File: config.mk
export PLATFORM = sky130hd
export DESIGN_NAME = dwr_wiper_ctrl
export DESIGN_NICKNAME = d
export VERILOG_FILES = /design/src/dwr_pkg.sv /design/src/dwr_tap_decode.sv /design/src/dwr_wiper_ctrl.sv
export SDC_FILE = /design/constraint.sdc
export NUM_CORES = 1
export LEC_CHECK = 0
export BUFFER_PORTS_ARGS = -buffer_cell sky130_fd_sc_hd__buf_2
export CORE_ASPECT_RATIO = 0.9
export CORE_MARGIN = 1.5
export CORE_UTILIZATION = 25
export CTS_CLUSTER_SIZE = 24
export DETAILED_ROUTE_END_ITERATION = 6
export MAX_ROUTING_LAYER = met4
export PLACE_DENSITY = 0.42
export SYNTH_ARGS = -nofsm -noshare
export SYNTH_HDL_FRONTEND = slang
export SYNTH_HIERARCHICAL = 1
export SYNTH_SLANG_ARGS = --single-unit
File: constraint.sdc
create_clock -name clk_sys_i -period 3.3 [get_ports clk_sys_i]
set_input_delay 0.165 -clock clk_sys_i [delete_from_list [all_inputs] [get_ports clk_sys_i]]
set_output_delay 0.165 -clock clk_sys_i [all_outputs]
set_load 0.03 [all_outputs]
File: src/dwr_pkg.sv
// dwr_pkg: constants, opcodes and state codes for the dual wiper register control.
// assumes one system clock of CLK_MHZ; the serial bus arrives asynchronously on pins.
// Function
// - each pot owns one 6-bit wiper position register selecting its tap.
// - four 6-bit non-volatile stored settings per pot.
// - at power-up the first stored setting is loaded into each wiper register.
// - write guard low blocks stored-setting programming; wiper writes still allowed.
// - write guard high or floating allows every read and write.
// - transfer starts only when address bits match the four strap inputs.
// - 63 series elements per pot, so 64 taps.
// - exactly one tap per pot connected, decoded from the wiper register.
// - master reads and writes wiper and stored registers over the bus.
// - copy commands move values between wiper and stored settings, both ways.
// - a step mode moves the wiper one tap up or down per bit.
// - data line is open drain: pull low or release only.
// - master clocks all bits; device samples and shifts only on that clock.
// - address byte is a four-bit type prefix then straps bit3 down to bit0.
// - instruction byte is opcode, register select, pot select; acked, then data.
// - after stop of a stored write, program and ignore own address until done.
// - guarded stored write: ack address and instruction, nack data, no programming.
package dwr_pkg;
	localparam int CLK_MHZ = 20;
	localparam int T_WR_US = 5000;
	localparam int WR_CYCLES = T_WR_US * CLK_MHZ;
	localparam int WIPER_W = 6;
	localparam int NUM_POTS = 2;
	localparam int NUM_STORED = 4;
	// device type prefix, value arbitrary
	localparam logic [3:0] DEV_TYPE = 4'h6;
	localparam logic [5:0] NV_INIT = 6'h20;
	localparam int INS_OP_LSB = 4;
	localparam int INS_REG_LSB = 2;
	localparam int INS_POT_LSB = 0;
	localparam logic [3:0] OP_STEP = 4'h2;
	localparam logic [3:0] OP_RD_WIPER = 4'h9;
	localparam logic [3:0] OP_WR_WIPER = 4'ha;
	localparam logic [3:0] OP_RD_STORED = 4'hb;
	localparam logic [3:0] OP_WR_STORED = 4'hc;
	localparam logic [3:0] OP_LOAD_WIPER = 4'hd;
	localparam logic [3:0] OP_SAVE_WIPER = 4'he;
	typedef enum logic [7:0] {
		ST_IDLE = 8'h01,
		ST_ADDR = 8'h02,
		ST_INSTR = 8'h04,
		ST_DATA = 8'h08,
		ST_ACK = 8'h10,
		ST_SEND = 8'h20,
		ST_RACK = 8'h40,
		ST_STEP = 8'h80
	} dwr_state_e;
	typedef enum logic [2:0] {
		SRC_ADDR = 3'h1,
		SRC_INSTR = 3'h2,
		SRC_DATA = 3'h4
	} dwr_src_e;
endpackage

File: src/dwr_tap_decode.sv
// dwr_tap_decode: registered one-hot tap select for one pot.
// assumes pos_i comes from logic on the same clock.
`timescale 1ns/1ps
`default_nettype none
module dwr_tap_decode #(
	parameter int W = 6
) (
	input wire logic clk_sys_i,
	input wire logic reset_i,
	input wire logic ce_i,
	input wire logic [W-1:0] pos_i,
	output logic [(2**W)-1:0] tap_o
);
	wire [(2**W)-1:0] next_tap = {{((2**W)-1){1'b0}}, 1'b1} << pos_i;

	always_ff @(posedge clk_sys_i) begin
		if (reset_i)
			tap_o <= {{((2**W)-1){1'b0}}, 1'b1};
		else if (ce_i)
			tap_o <= next_tap;
	end
endmodule // dwr_tap_decode
`default_nettype wire

File: src/dwr_wiper_ctrl.sv
// dwr_wiper_ctrl: two-wire slave, wiper and stored-setting registers, programming timer.
// assumes scl, sda, straps and write guard are asynchronous pins; sda wired-and outside.
`timescale 1ns/1ps
`default_nettype none
module dwr_wiper_ctrl #(
	parameter int WR_CYCLES = dwr_pkg::WR_CYCLES
) (
	input wire logic clk_sys_i,
	input wire logic reset_i,
	input wire logic ce_i,
	input wire logic scl_i,
	input wire logic sda_i,
	output logic sda_o,
	output logic sda_oe_o,
	input wire logic [3:0] addr_strap_i,
	input wire logic wguard_n_i,
	output logic busy_o,
	output logic [63:0] tap0_o,
	output logic [63:0] tap1_o
);
	import dwr_pkg::*;
	localparam int CNT_W = $clog2(WR_CYCLES + 1);

	if (WR_CYCLES < 1) begin : g_bad_cycles
		$error("WR_CYCLES must be at least one");
	end

	logic [2:0] scl_q, sda_q;
	logic [3:0] strap_q0, strap_q1;
	logic [1:0] wg_q;
	dwr_state_e state;
	dwr_src_e src;
	logic [3:0] bitcnt;
	logic [7:0] shreg, instr, txreg;
	logic mack, pend;
	logic [2:0] pend_idx;
	logic [5:0] pend_val;
	logic [CNT_W-1:0] prog_cnt;
	logic [WIPER_W-1:0] wiper [NUM_POTS];
	logic [WIPER_W-1:0] nv [NUM_POTS*NUM_STORED] = '{default: NV_INIT};

	// all pins pass two flops; edge logic only looks at the second and third
	always_ff @(posedge clk_sys_i) begin
		if (reset_i) begin
			scl_q <= 3'h7;
			sda_q <= 3'h7;
			strap_q0 <= 4'h0;
			strap_q1 <= 4'h0;
			wg_q <= 2'h3;
		end else if (ce_i) begin
			scl_q <= {scl_q[1:0], scl_i};
			sda_q <= {sda_q[1:0], sda_i};
			strap_q0 <= addr_strap_i;
			strap_q1 <= strap_q0;
			wg_q <= {wg_q[0], wguard_n_i};
		end
	end

	wire scl_s = scl_q[1];
	wire scl_d = scl_q[2];
	wire sda_s = sda_q[1];
	wire sda_d = sda_q[2];
	wire rise = scl_s & ~scl_d;
	wire fall = ~scl_s & scl_d;
	wire start = scl_s & scl_d & sda_d & ~sda_s;
	wire stop = scl_s & scl_d & ~sda_d & sda_s;
	// floating guard pin is pulled high on the board
	wire guard_ok = wg_q[1];
	wire shifting = (state == ST_ADDR) | (state == ST_INSTR) | (state == ST_DATA);
	wire byte_done = fall & shifting & (bitcnt == 4'h8);

	wire [3:0] op = instr[INS_OP_LSB +: 4];
	wire pot = instr[INS_POT_LSB];
	wire [2:0] nv_idx = {instr[INS_POT_LSB], instr[INS_REG_LSB +: 2]};
	wire [3:0] in_op = shreg[INS_OP_LSB +: 4];
	wire op_valid = (in_op == OP_STEP) | (in_op == OP_RD_WIPER) | (in_op == OP_WR_WIPER)
		| (in_op == OP_RD_STORED) | (in_op == OP_WR_STORED) | (in_op == OP_LOAD_WIPER)
		| (in_op == OP_SAVE_WIPER);
	wire addr_hit = (shreg == {DEV_TYPE, strap_q1}) & ~busy_o;
	wire nv_blocked = (op == OP_WR_STORED) & ~guard_ok;
	wire next_ack = (state == ST_ADDR) ? addr_hit :
		(state == ST_INSTR) ? op_valid : ~nv_blocked;
	wire [7:0] rd_val = (op == OP_RD_WIPER) ? {2'h0, wiper[pot]} : {2'h0, nv[nv_idx]};
	wire is_read = (op == OP_RD_WIPER) | (op == OP_RD_STORED);
	wire ack_end = fall & (state == ST_ACK);
	wire wr_wiper_fire = byte_done & (state == ST_DATA) & (op == OP_WR_WIPER);
	wire load_fire = ack_end & (src == SRC_INSTR) & (op == OP_LOAD_WIPER);
	wire step_fire = rise & (state == ST_STEP);
	wire prog_done = busy_o & (prog_cnt == '0);

	always_ff @(posedge clk_sys_i) begin
		if (reset_i) begin
			state <= ST_IDLE;
			src <= SRC_ADDR;
			bitcnt <= 4'h0;
			shreg <= 8'h00;
			instr <= 8'h00;
			txreg <= 8'h00;
			mack <= 1'b0;
			pend <= 1'b0;
			pend_idx <= 3'h0;
			pend_val <= 6'h00;
			prog_cnt <= '0;
			busy_o <= 1'b0;
			sda_o <= 1'b0;
			sda_oe_o <= 1'b0;
		end else if (ce_i) begin
			if (prog_done)
				busy_o <= 1'b0;
			else if (busy_o)
				prog_cnt <= prog_cnt - 1'b1;
			if (start) begin
				state <= ST_ADDR;
				bitcnt <= 4'h0;
				sda_oe_o <= 1'b0;
			end else if (stop) begin
				state <= ST_IDLE;
				sda_oe_o <= 1'b0;
				pend <= 1'b0;
				// guard dropping before stop still cancels the programming
				if (pend && guard_ok && !busy_o) begin
					busy_o <= 1'b1;
					prog_cnt <= CNT_W'(WR_CYCLES - 1);
				end
			end else if (rise) begin
				if (shifting) begin
					shreg <= {shreg[6:0], sda_s};
					bitcnt <= bitcnt + 4'h1;
				end else if (state == ST_RACK) begin
					mack <= ~sda_s;
				end
			end else if (byte_done) begin
				sda_oe_o <= next_ack;
				state <= next_ack ? ST_ACK : ST_IDLE;
				bitcnt <= 4'h0;
				src <= (state == ST_ADDR) ? SRC_ADDR : (state == ST_INSTR) ? SRC_INSTR : SRC_DATA;
				if (state == ST_INSTR)
					instr <= shreg;
				if ((state == ST_DATA) && (op == OP_WR_STORED) && next_ack) begin
					pend <= 1'b1;
					pend_idx <= nv_idx;
					pend_val <= shreg[5:0];
				end
			end else if (fall) begin
				unique case (state)
				ST_ACK: begin
					sda_oe_o <= 1'b0;
					if (src == SRC_ADDR) begin
						state <= ST_INSTR;
					end else if (src == SRC_INSTR && is_read) begin
						state <= ST_SEND;
						txreg <= rd_val;
						sda_oe_o <= ~rd_val[7];
						bitcnt <= 4'h1;
					end else if (src == SRC_INSTR && op == OP_STEP) begin
						state <= ST_STEP;
					end else if (src == SRC_INSTR
						&& (op == OP_WR_WIPER || op == OP_WR_STORED)) begin
						state <= ST_DATA;
					end else begin
						state <= ST_IDLE;
						if (src == SRC_INSTR && op == OP_SAVE_WIPER) begin
							pend <= 1'b1;
							pend_idx <= nv_idx;
							pend_val <= wiper[pot];
						end
					end
				end
				ST_SEND: begin
					if (bitcnt == 4'h8) begin
						sda_oe_o <= 1'b0;
						state <= ST_RACK;
					end else begin
						sda_oe_o <= ~txreg[6];
						txreg <= {txreg[6:0], 1'b0};
						bitcnt <= bitcnt + 4'h1;
					end
				end
				ST_RACK: begin
					// master nack ends the read and waits for stop
					if (mack) begin
						state <= ST_SEND;
						txreg <= rd_val;
						sda_oe_o <= ~rd_val[7];
						bitcnt <= 4'h1;
					end else begin
						state <= ST_IDLE;
					end
				end
				default: ;
				endcase
			end
		end
	end

	always_ff @(posedge clk_sys_i) begin
		if (reset_i) begin
			wiper[0] <= nv[0];
			wiper[1] <= nv[NUM_STORED];
		end else if (ce_i) begin
			if (wr_wiper_fire)
				wiper[pot] <= shreg[5:0];
			else if (load_fire)
				wiper[pot] <= nv[nv_idx];
			else if (step_fire && sda_s && wiper[pot] != 6'h3f)
				wiper[pot] <= wiper[pot] + 6'h01;
			else if (step_fire && !sda_s && wiper[pot] != 6'h00)
				wiper[pot] <= wiper[pot] - 6'h01;
			if (prog_done)
				nv[pend_idx] <= pend_val;
		end
	end

	dwr_tap_decode #(.W(WIPER_W)) u_tap0 (
		.clk_sys_i(clk_sys_i),
		.reset_i(reset_i),
		.ce_i(ce_i),
		.pos_i(wiper[0]),
		.tap_o(tap0_o)
	);
	dwr_tap_decode #(.W(WIPER_W)) u_tap1 (
		.clk_sys_i(clk_sys_i),
		.reset_i(reset_i),
		.ce_i(ce_i),
		.pos_i(wiper[1]),
		.tap_o(tap1_o)
	);
endmodule // dwr_wiper_ctrl
`default_nettype wire

==> summary.md, run 1 <==
| Metric | Value |
|---|---|
| Sequential power share | 0.455 |
| Worst EP arrival | 3140 ps |
| Sequential-to-total area share from yosys stat | 0.501 |
| Clk_skew | 19.3 ps |
| Pre-antenna DRT Iters | 5 |
| Final core occ | 0.310 |
| Setup repair after global routing missed its margin | no |
| Post-synth EDFFs | 60 |
| Vias per cell | 4.86 |
| Starting Density | 0.253 |
| Die area | 49900 sq um |
| Leak pwr | between 5 and 6 nW |
| Internal | between 0.005 and 0.006 W |
| First-pass GRT wire length | 56600 um |
| Worst setup EP type | flop |
| Yosys reg bits | ~270 |
| Area grow syn2layout | 22.2% |
| Post-CTS Resized | 0 |
| HP Class | in -> reg |
| Multi-input logic area | around 5600 sq um |
| Setup crit start kind | flop |
| I/O Buffers | between 100 and 150 |
| Post-synthesis xor/xnor area fraction | 0.0173 |
| Fin. Hold Viols | 0 |
| PD cells | 512 nW/um^2 |
| Post-Syn Nets | 1117 |
| Compound-gate portion of the synthesized area | 0.175 |
| Tcrit/Tclk final | 0.881 |
| Final instance area | between 10000 and 15000 sq um |
| Hold Path Cell Cnt | 3 |
| Worst-Margin Slew | 837 ps |
| RePlAce Congestion | 0.849 |
| Synth top cells by count | dfxtp_1, a22o_1, nand2_1 |
| Clk sinks | 274 |
| FF-to-FF End | wiper[1][5] |
| Synth cell types | 92 |
| Relative max-transition margin | 0.426 |
| Placed cell areas | ~14000 sq um |
| Proportion of layout cells with a drive suffix above 1 | 0.249 |
| Hold endpoint | strap_q0[2] |
| Cell Count Post-Placement | 1832 |
| Largest net degree at the start of global routing | 90 |
| Number of fill cells in the layout | 4924 |
| Outcome | complete, no violations |
| Syn Area/Cell | ~11 sq um |
| Mapped Area | about 12000 sq um |
| FP Rows | 76 |
| Minimum clock period | 2910 ps |
| Drt total wl | 36200 um |
| Worst R2R Setup Slack | 390 ps |
| Combinational power share | 0.042 |
| Final setup viols | 0 |
| Global Route Usage Sum | 0.149 |
| Core footprint | roughly 48000 sq um |
| I/O pin count | 141 |
| Crit Path Max Fanout | 11 |
| Fin cells | 1897 |
| Main combinational cell family by area after synthesis | simple AND/OR/NAND/NOR gates |
| Count leader, synth | dfxtp_1 |
| Simple-Gate Fraction of Synth Area | 0.187 |
| Max-cap viol count | 0 |
| Crit path kind | reg -> reg |
| Main synth FF type | dfxtp_1 |
| Die width | ~240 um |
| Residual DRC | 0 |
| Clk pin slew, worst setup/hold paths | approximately 60 ps |
| Root Driver | clkbuf_16 |
| Number of global-route vias before repair | between 9000 and 10000 |
| Total power | 0.00761 W |
| Post-Synth Adder-Cell Area | 0.00927 |
| Sw power | 0.00171 W |
| Mux contribution to synthesized area | 0.0754 |
| Critical Path RT | 3530 ps |
| Reg2reg path depth | 7 |
| Sequential cell area | just over 6000 sq um |
| Synth top area share | 0.353 |
| Hold_sp | ce_i |
| H-tree depth | 2 |
| Clk_lat worst skew | 540 ps |
| CTS tree | done |
| TritonCTS Buffers | 34 |
| Pins Over Slew Limit | 0 |
| Post-route ant nets | 0 |
| Fmax | between 300 and 400 MHz |
| Grt ovf | 0 |
| DR iter-0 viols | around 590 |
| Longest Clk Path Bufs | 3 |
| Fin Setup TNS | 0 ps |
| Clk pwr share | 0.504 |
| DR WL/cell | around 19 um |
| DP HPWL | 25600 um |
| Area leader, netlist | dfxtp_1 |
| NumNets Final | 1270 |
| Initial antenna violation count | 1 |
| Mapped Cells | roughly 1100 |
| Ys async rst share | 0 |
| Sw Ratio | 0.225 |
| Max VDD drop | 0.265 mV |
| Ranking of synthesized cells by area | dfxtp_1, edfxtp_1, a22o_1 |
| Die Y | about 210 um |
| Yosys warns | 6 |
| Total number of vias | 9228 |
==> stage by stage <==
stage | setup slack, ps | hold slack, ps
global route | 129 | 144
CTS | 389 | 109
floorplan | 257 | 293
finish | 393 | 133
global placement | 499 | 398
detailed placement | 416 | 408
==> layer usage <==
metal / up-vias / track usage / wire length [um] / share of wire
li1: 4495 / - / - / -
met2: 196 / 0.215 / 15300 / 0.42
met4: 0 / 0.0427 / 656 / 0.018
met1: 4485 / 0.212 / 18800 / 0.52
met3: 52 / 0.0254 / 1420 / 0.039
met5: - / - / 0 / 0
==> worst max-delay path, cell delays in order (launching register included) <==
cell and delay (ps):
dfxtp_1 410, mux2_2 240, ha_1 220, nand4_1 140, a22oi_1 530, o32ai_4 240
o21ai_2 510, nand2_1 300
==> layout by cell type, fill, tap and decap left out, types with 31 or more instances in the layout <==
master	count
nor2_1	70
buf_2	138
buf_4	42
mux2i_1	51
a22o_1	94
nand2_1	78
edfxtp_1	60
dfxtp_1	214
clkbuf_16	37
a21oi_1	31
==> what timing repair did <==
action,4_1_cts,5_1_grt
hold buffers,7,0
hold endpoints to repair,7,0
buffers inserted,0,0
==> flip-flops by register name (all words and copies together), names as in the netlist, 8 cells and up, named ones only <==
register	cells
u_tap0/tap_o	64
u_tap1/tap_o	64
nv	48
prog_cnt	17
wiper	12
shreg	8
state	8
==> logic make-up (layout without fill, tap and decap cells) <==
| logic type | Yosys count | count (layout) |
|---|---|---|
| other | 1 | 2 |
| XOR/XNOR | 24 | 24 |
| AO/OA/AOI/OAI | 267 | 267 |
| AND/OR/NAND/NOR | 356 | 356 |
| adder cells (fa/ha/maj) | 9 | 9 |
| buffers and inverters | 92 | 266 |
| multiplexers | 75 | 75 |
| flip-flops | 274 | 274 |
==> power groups by stage <==
stage                     registers (W)  clock network, W  logic, W
final                           0.00346           0.00383  0.000316
after detailed placement        0.00353                 0  0.000309
after global placement          0.00353                 0  0.000310
after CTS                       0.00346           0.00396  0.000316
after floorplan                 0.00354                 0  0.000193
after global routing            0.00346           0.00410  0.000344
==> layout make-up <==
| cell class | count | area share |
|---|---|---|
| diodes | 1 | 0.000169 |
| inverters | 20 | 0.00506 |
| well taps | 624 | 0.0526 |
| flip-flops and latches | 274 | 0.410 |
| repair buffers | 189 | 0.0752 |
| multi-input cells | 732 | 0.380 |
| clock inverters | 7 | 0.00708 |
| clock buffers | 50 | 0.0704 |
==> worst max-delay path by stage <==
stage,endpoint,slack [ps],depth (start not counted)
5_1_grt,wiper[1][5],130,7
6_report,wiper[1][5],390,7
2_1_floorplan,wiper[0][0],260,11
4_1_cts,wiper[1][5],390,7
3_3_place_gp,wiper[1][5],500,5
3_5_place_dp,wiper[1][4],420,7
(Power assumes the default switching activity.)
==> run 2, diff against run 1 <==
--- a/config.mk
+++ b/config.mk
@@ -6,13 +6,15 @@
 export NUM_CORES = 1
 export LEC_CHECK = 0
 export BUFFER_PORTS_ARGS = -buffer_cell sky130_fd_sc_hd__buf_2
+export CELL_PAD_IN_SITES_DETAIL_PLACEMENT = 1
+export CELL_PAD_IN_SITES_GLOBAL_PLACEMENT = 1
 export CORE_ASPECT_RATIO = 0.9
 export CORE_MARGIN = 1.5
 export CORE_UTILIZATION = 25
 export CTS_CLUSTER_SIZE = 24
 export DETAILED_ROUTE_END_ITERATION = 6
 export MAX_ROUTING_LAYER = met4
-export PLACE_DENSITY = 0.42
+export PLACE_DENSITY = 0.49
 export SYNTH_ARGS = -nofsm -noshare
 export SYNTH_HDL_FRONTEND = slang
 export SYNTH_HIERARCHICAL = 1
==> run 2 against run 1 <==
  * Register-to-register slack worse by 40 ps
  * Die area unchanged
  * Count of clock-buffer cells in the layout fell by 1
  * Clock power decreased by 5.7%
  * First-iteration DRC count down 8.2%
  * Wire length rose by 5.7%
  * Worst setup slack got worse by 37 ps
  * Total power decreased by 2.9%
  * Sequential share of layout area is 0.12 points higher
  * Highest routed layer unchanged
  * Critical endpoint is now wiper[0][3]
  * Cell area fell by 0.29%
  * Non-clock buffer count rose by 6
  * Sequential power hardly changed
==> summary.md, run 2 (same netlist as run 1, synthesis figures left out) <==
| Metric | Value |
|---|---|
| DR WL/cell | 20.1 um |
| Largest net degree at the start of global routing | 58 |
| Fin. Hold Viols | 0 |
| First-pass GRT wire length | 59400 um |
| Fmax | ~340 MHz |
| Pins Over Slew Limit | 0 |
| RePlAce Congestion | 0.807 |
| Proportion of layout cells with a drive suffix above 1 | 0.251 |
| Grt ovf | 0 |
| Initial antenna violation count | 1 |
| DP HPWL | 27500 um |
| Postcts setup bufs | 0 |
| Crit path kind | reg -> reg |
| Commonest non-fill, non-tap cell in the layout | dfxtp_1 |
| Max VDD drop | 0.312 mV |
| Setup repair after global routing missed its margin | no |
| CP peak stage delay | between 500 and 600 ps |
| HP Class | in -> reg |
| Vias per cell | slightly below 5 |
| Crit path buf inv count | 0 |
| TritonCTS Buffers | 34 |
| Global Route Usage Sum | 0.157 |
| Post-route setup slack | between 300 and 400 ps |
| Drt total wl | around 38000 um |
| Starting Density | 0.253 |
| Worst R2R Setup Slack | about 360 ps |
| Leading registers by flop count | u_tap0/tap_o: 64 flops, u_tap1/tap_o: 64 flops, nv: 48 flops |
| Worst setup EP type | flop |
| Tcrit/Tclk final | 0.892 |
| Fin Setup TNS | 0 ps |
| Clk sinks | 274 |
| Root Driver | clkbuf_16 |
| Placement Setup Slack | 364 ps |
| Die Y | 212 um |
| Critical Path RT | roughly 3500 ps |
| Longest Clk Path Bufs | 3 |
| Number of global-route vias before repair | 9505 |
| CP top delay family | compound AO/OA/AOI/OAI gates |
| Worst-path cell chain | mux2_2 > ha_1 > nand4b_1 > a22oi_1 > o32ai_4 > o21bai_2 > nand2_1 |
| Max-cap viol count | 0 |
| Die area | 49900 sq um |
| Clk pin slew, worst setup/hold paths | 60 ps |
| Leak pwr | 5.64 nW |
| FP Rows | 76 |
| NumNets Final | 1276 |
| Pre-antenna DRT Iters | 5 |
| Post-route ant nets | 0 |
| Worst-Margin Slew | 734 ps |
| CTS tree | done |
| Total number of vias | 9376 |
| I/O Buffers | 139 |
| Area grow syn2layout | 21.9% |
| Residual DRC | 0 |
| Clk_skew | roughly 30 ps |
| Worst EP arrival | 3170 ps |
| Crit path max-delay cell type | a22oi_1 |
| Die width | between 200 and 250 um |
| Clk_lat worst skew | 550 ps |
| H-tree depth | 2 |
| Most frequent cells in the layout | dfxtp_1, buf_2, a22o_1 |
| I/O pin count | 141 |
| PD cells | 499 nW/um^2 |
| DR iter-0 viols | 539 |
| Setup crit start kind | flop |
| Core footprint | roughly 48000 sq um |
| Final setup viols | 0 |
| Minimum clock period | roughly 2900 ps |
| Crit Path Max Fanout | 12 |
| Outcome | complete, no violations |
| Relative max-transition margin | 0.497 |
-- run 2: what timing repair did --
item / CTS / global route
hold endpoints to repair: 7 / 0
hold buffers: 7 / 0
resized for setup: 0 / 0
-- run 2: worst reg2reg max path: stages (launching register included) --
cell,delay [ps]
dfxtp_1,340
mux2_2,280
ha_1,210
nand4b_1,140
a22oi_1,550
o32ai_4,250
o21bai_2,510
nand2_1,330
-- run 2: layer usage --
metal  track usage  part of all wire  up-vias
met5             -                 0        -
met1         0.216              0.50     4613
met2         0.233              0.43      196
met3        0.0348             0.047       44
met4        0.0365             0.015        0
li1              -                 -     4523
-- run 2: worst paths after layout --
check / cells past startpoint / end / from
max: 7 / wiper[0][3] / flop
min: 3 / strap_q1[1] / ce_i
max reg2reg: 7 / wiper[0][3] / flop
min reg2reg: 2 / txreg[0] / txreg[0]
-- run 2: cell type report --
| type | instances | area (sq um) |
|---|---|---|
| Clock inverter | 12 | 110 |
| Timing Repair Buffer | 195 | 1150 |
| Multi-Input combinational cell | 732 | 5650 |
| Clock buffer | 49 | 958 |
| Inverter | 20 | 75.1 |
| Sequential cell | 274 | 6090 |
| Tap cell | 624 | 781 |
| Fill cell | 5376 | 33100 |
| Antenna cell | 1 | 2.50 |
-- run 2: where the power goes --
group	switching, W	internal (W)
clock	0.00149	0.00211
sequential	0.0000221	0.00344
combinational	0.000217	0.000104
total	0.00173	0.00565
-- run 2: metrics by stage --
stage	instances	hold WS (ps)	total power, W	area [sq um]	util
6_report	1907	159	0.00739	14800	0.309
3_3_place_gp	1838	384	0.00385	13700	0.285
3_5_place_dp	1838	391	0.00385	13700	0.285
4_1_cts	1906	136	0.00754	14800	0.309
2_1_floorplan	1098	293	0.00373	12100	-
5_1_grt	1907	156	0.00770	14800	0.309
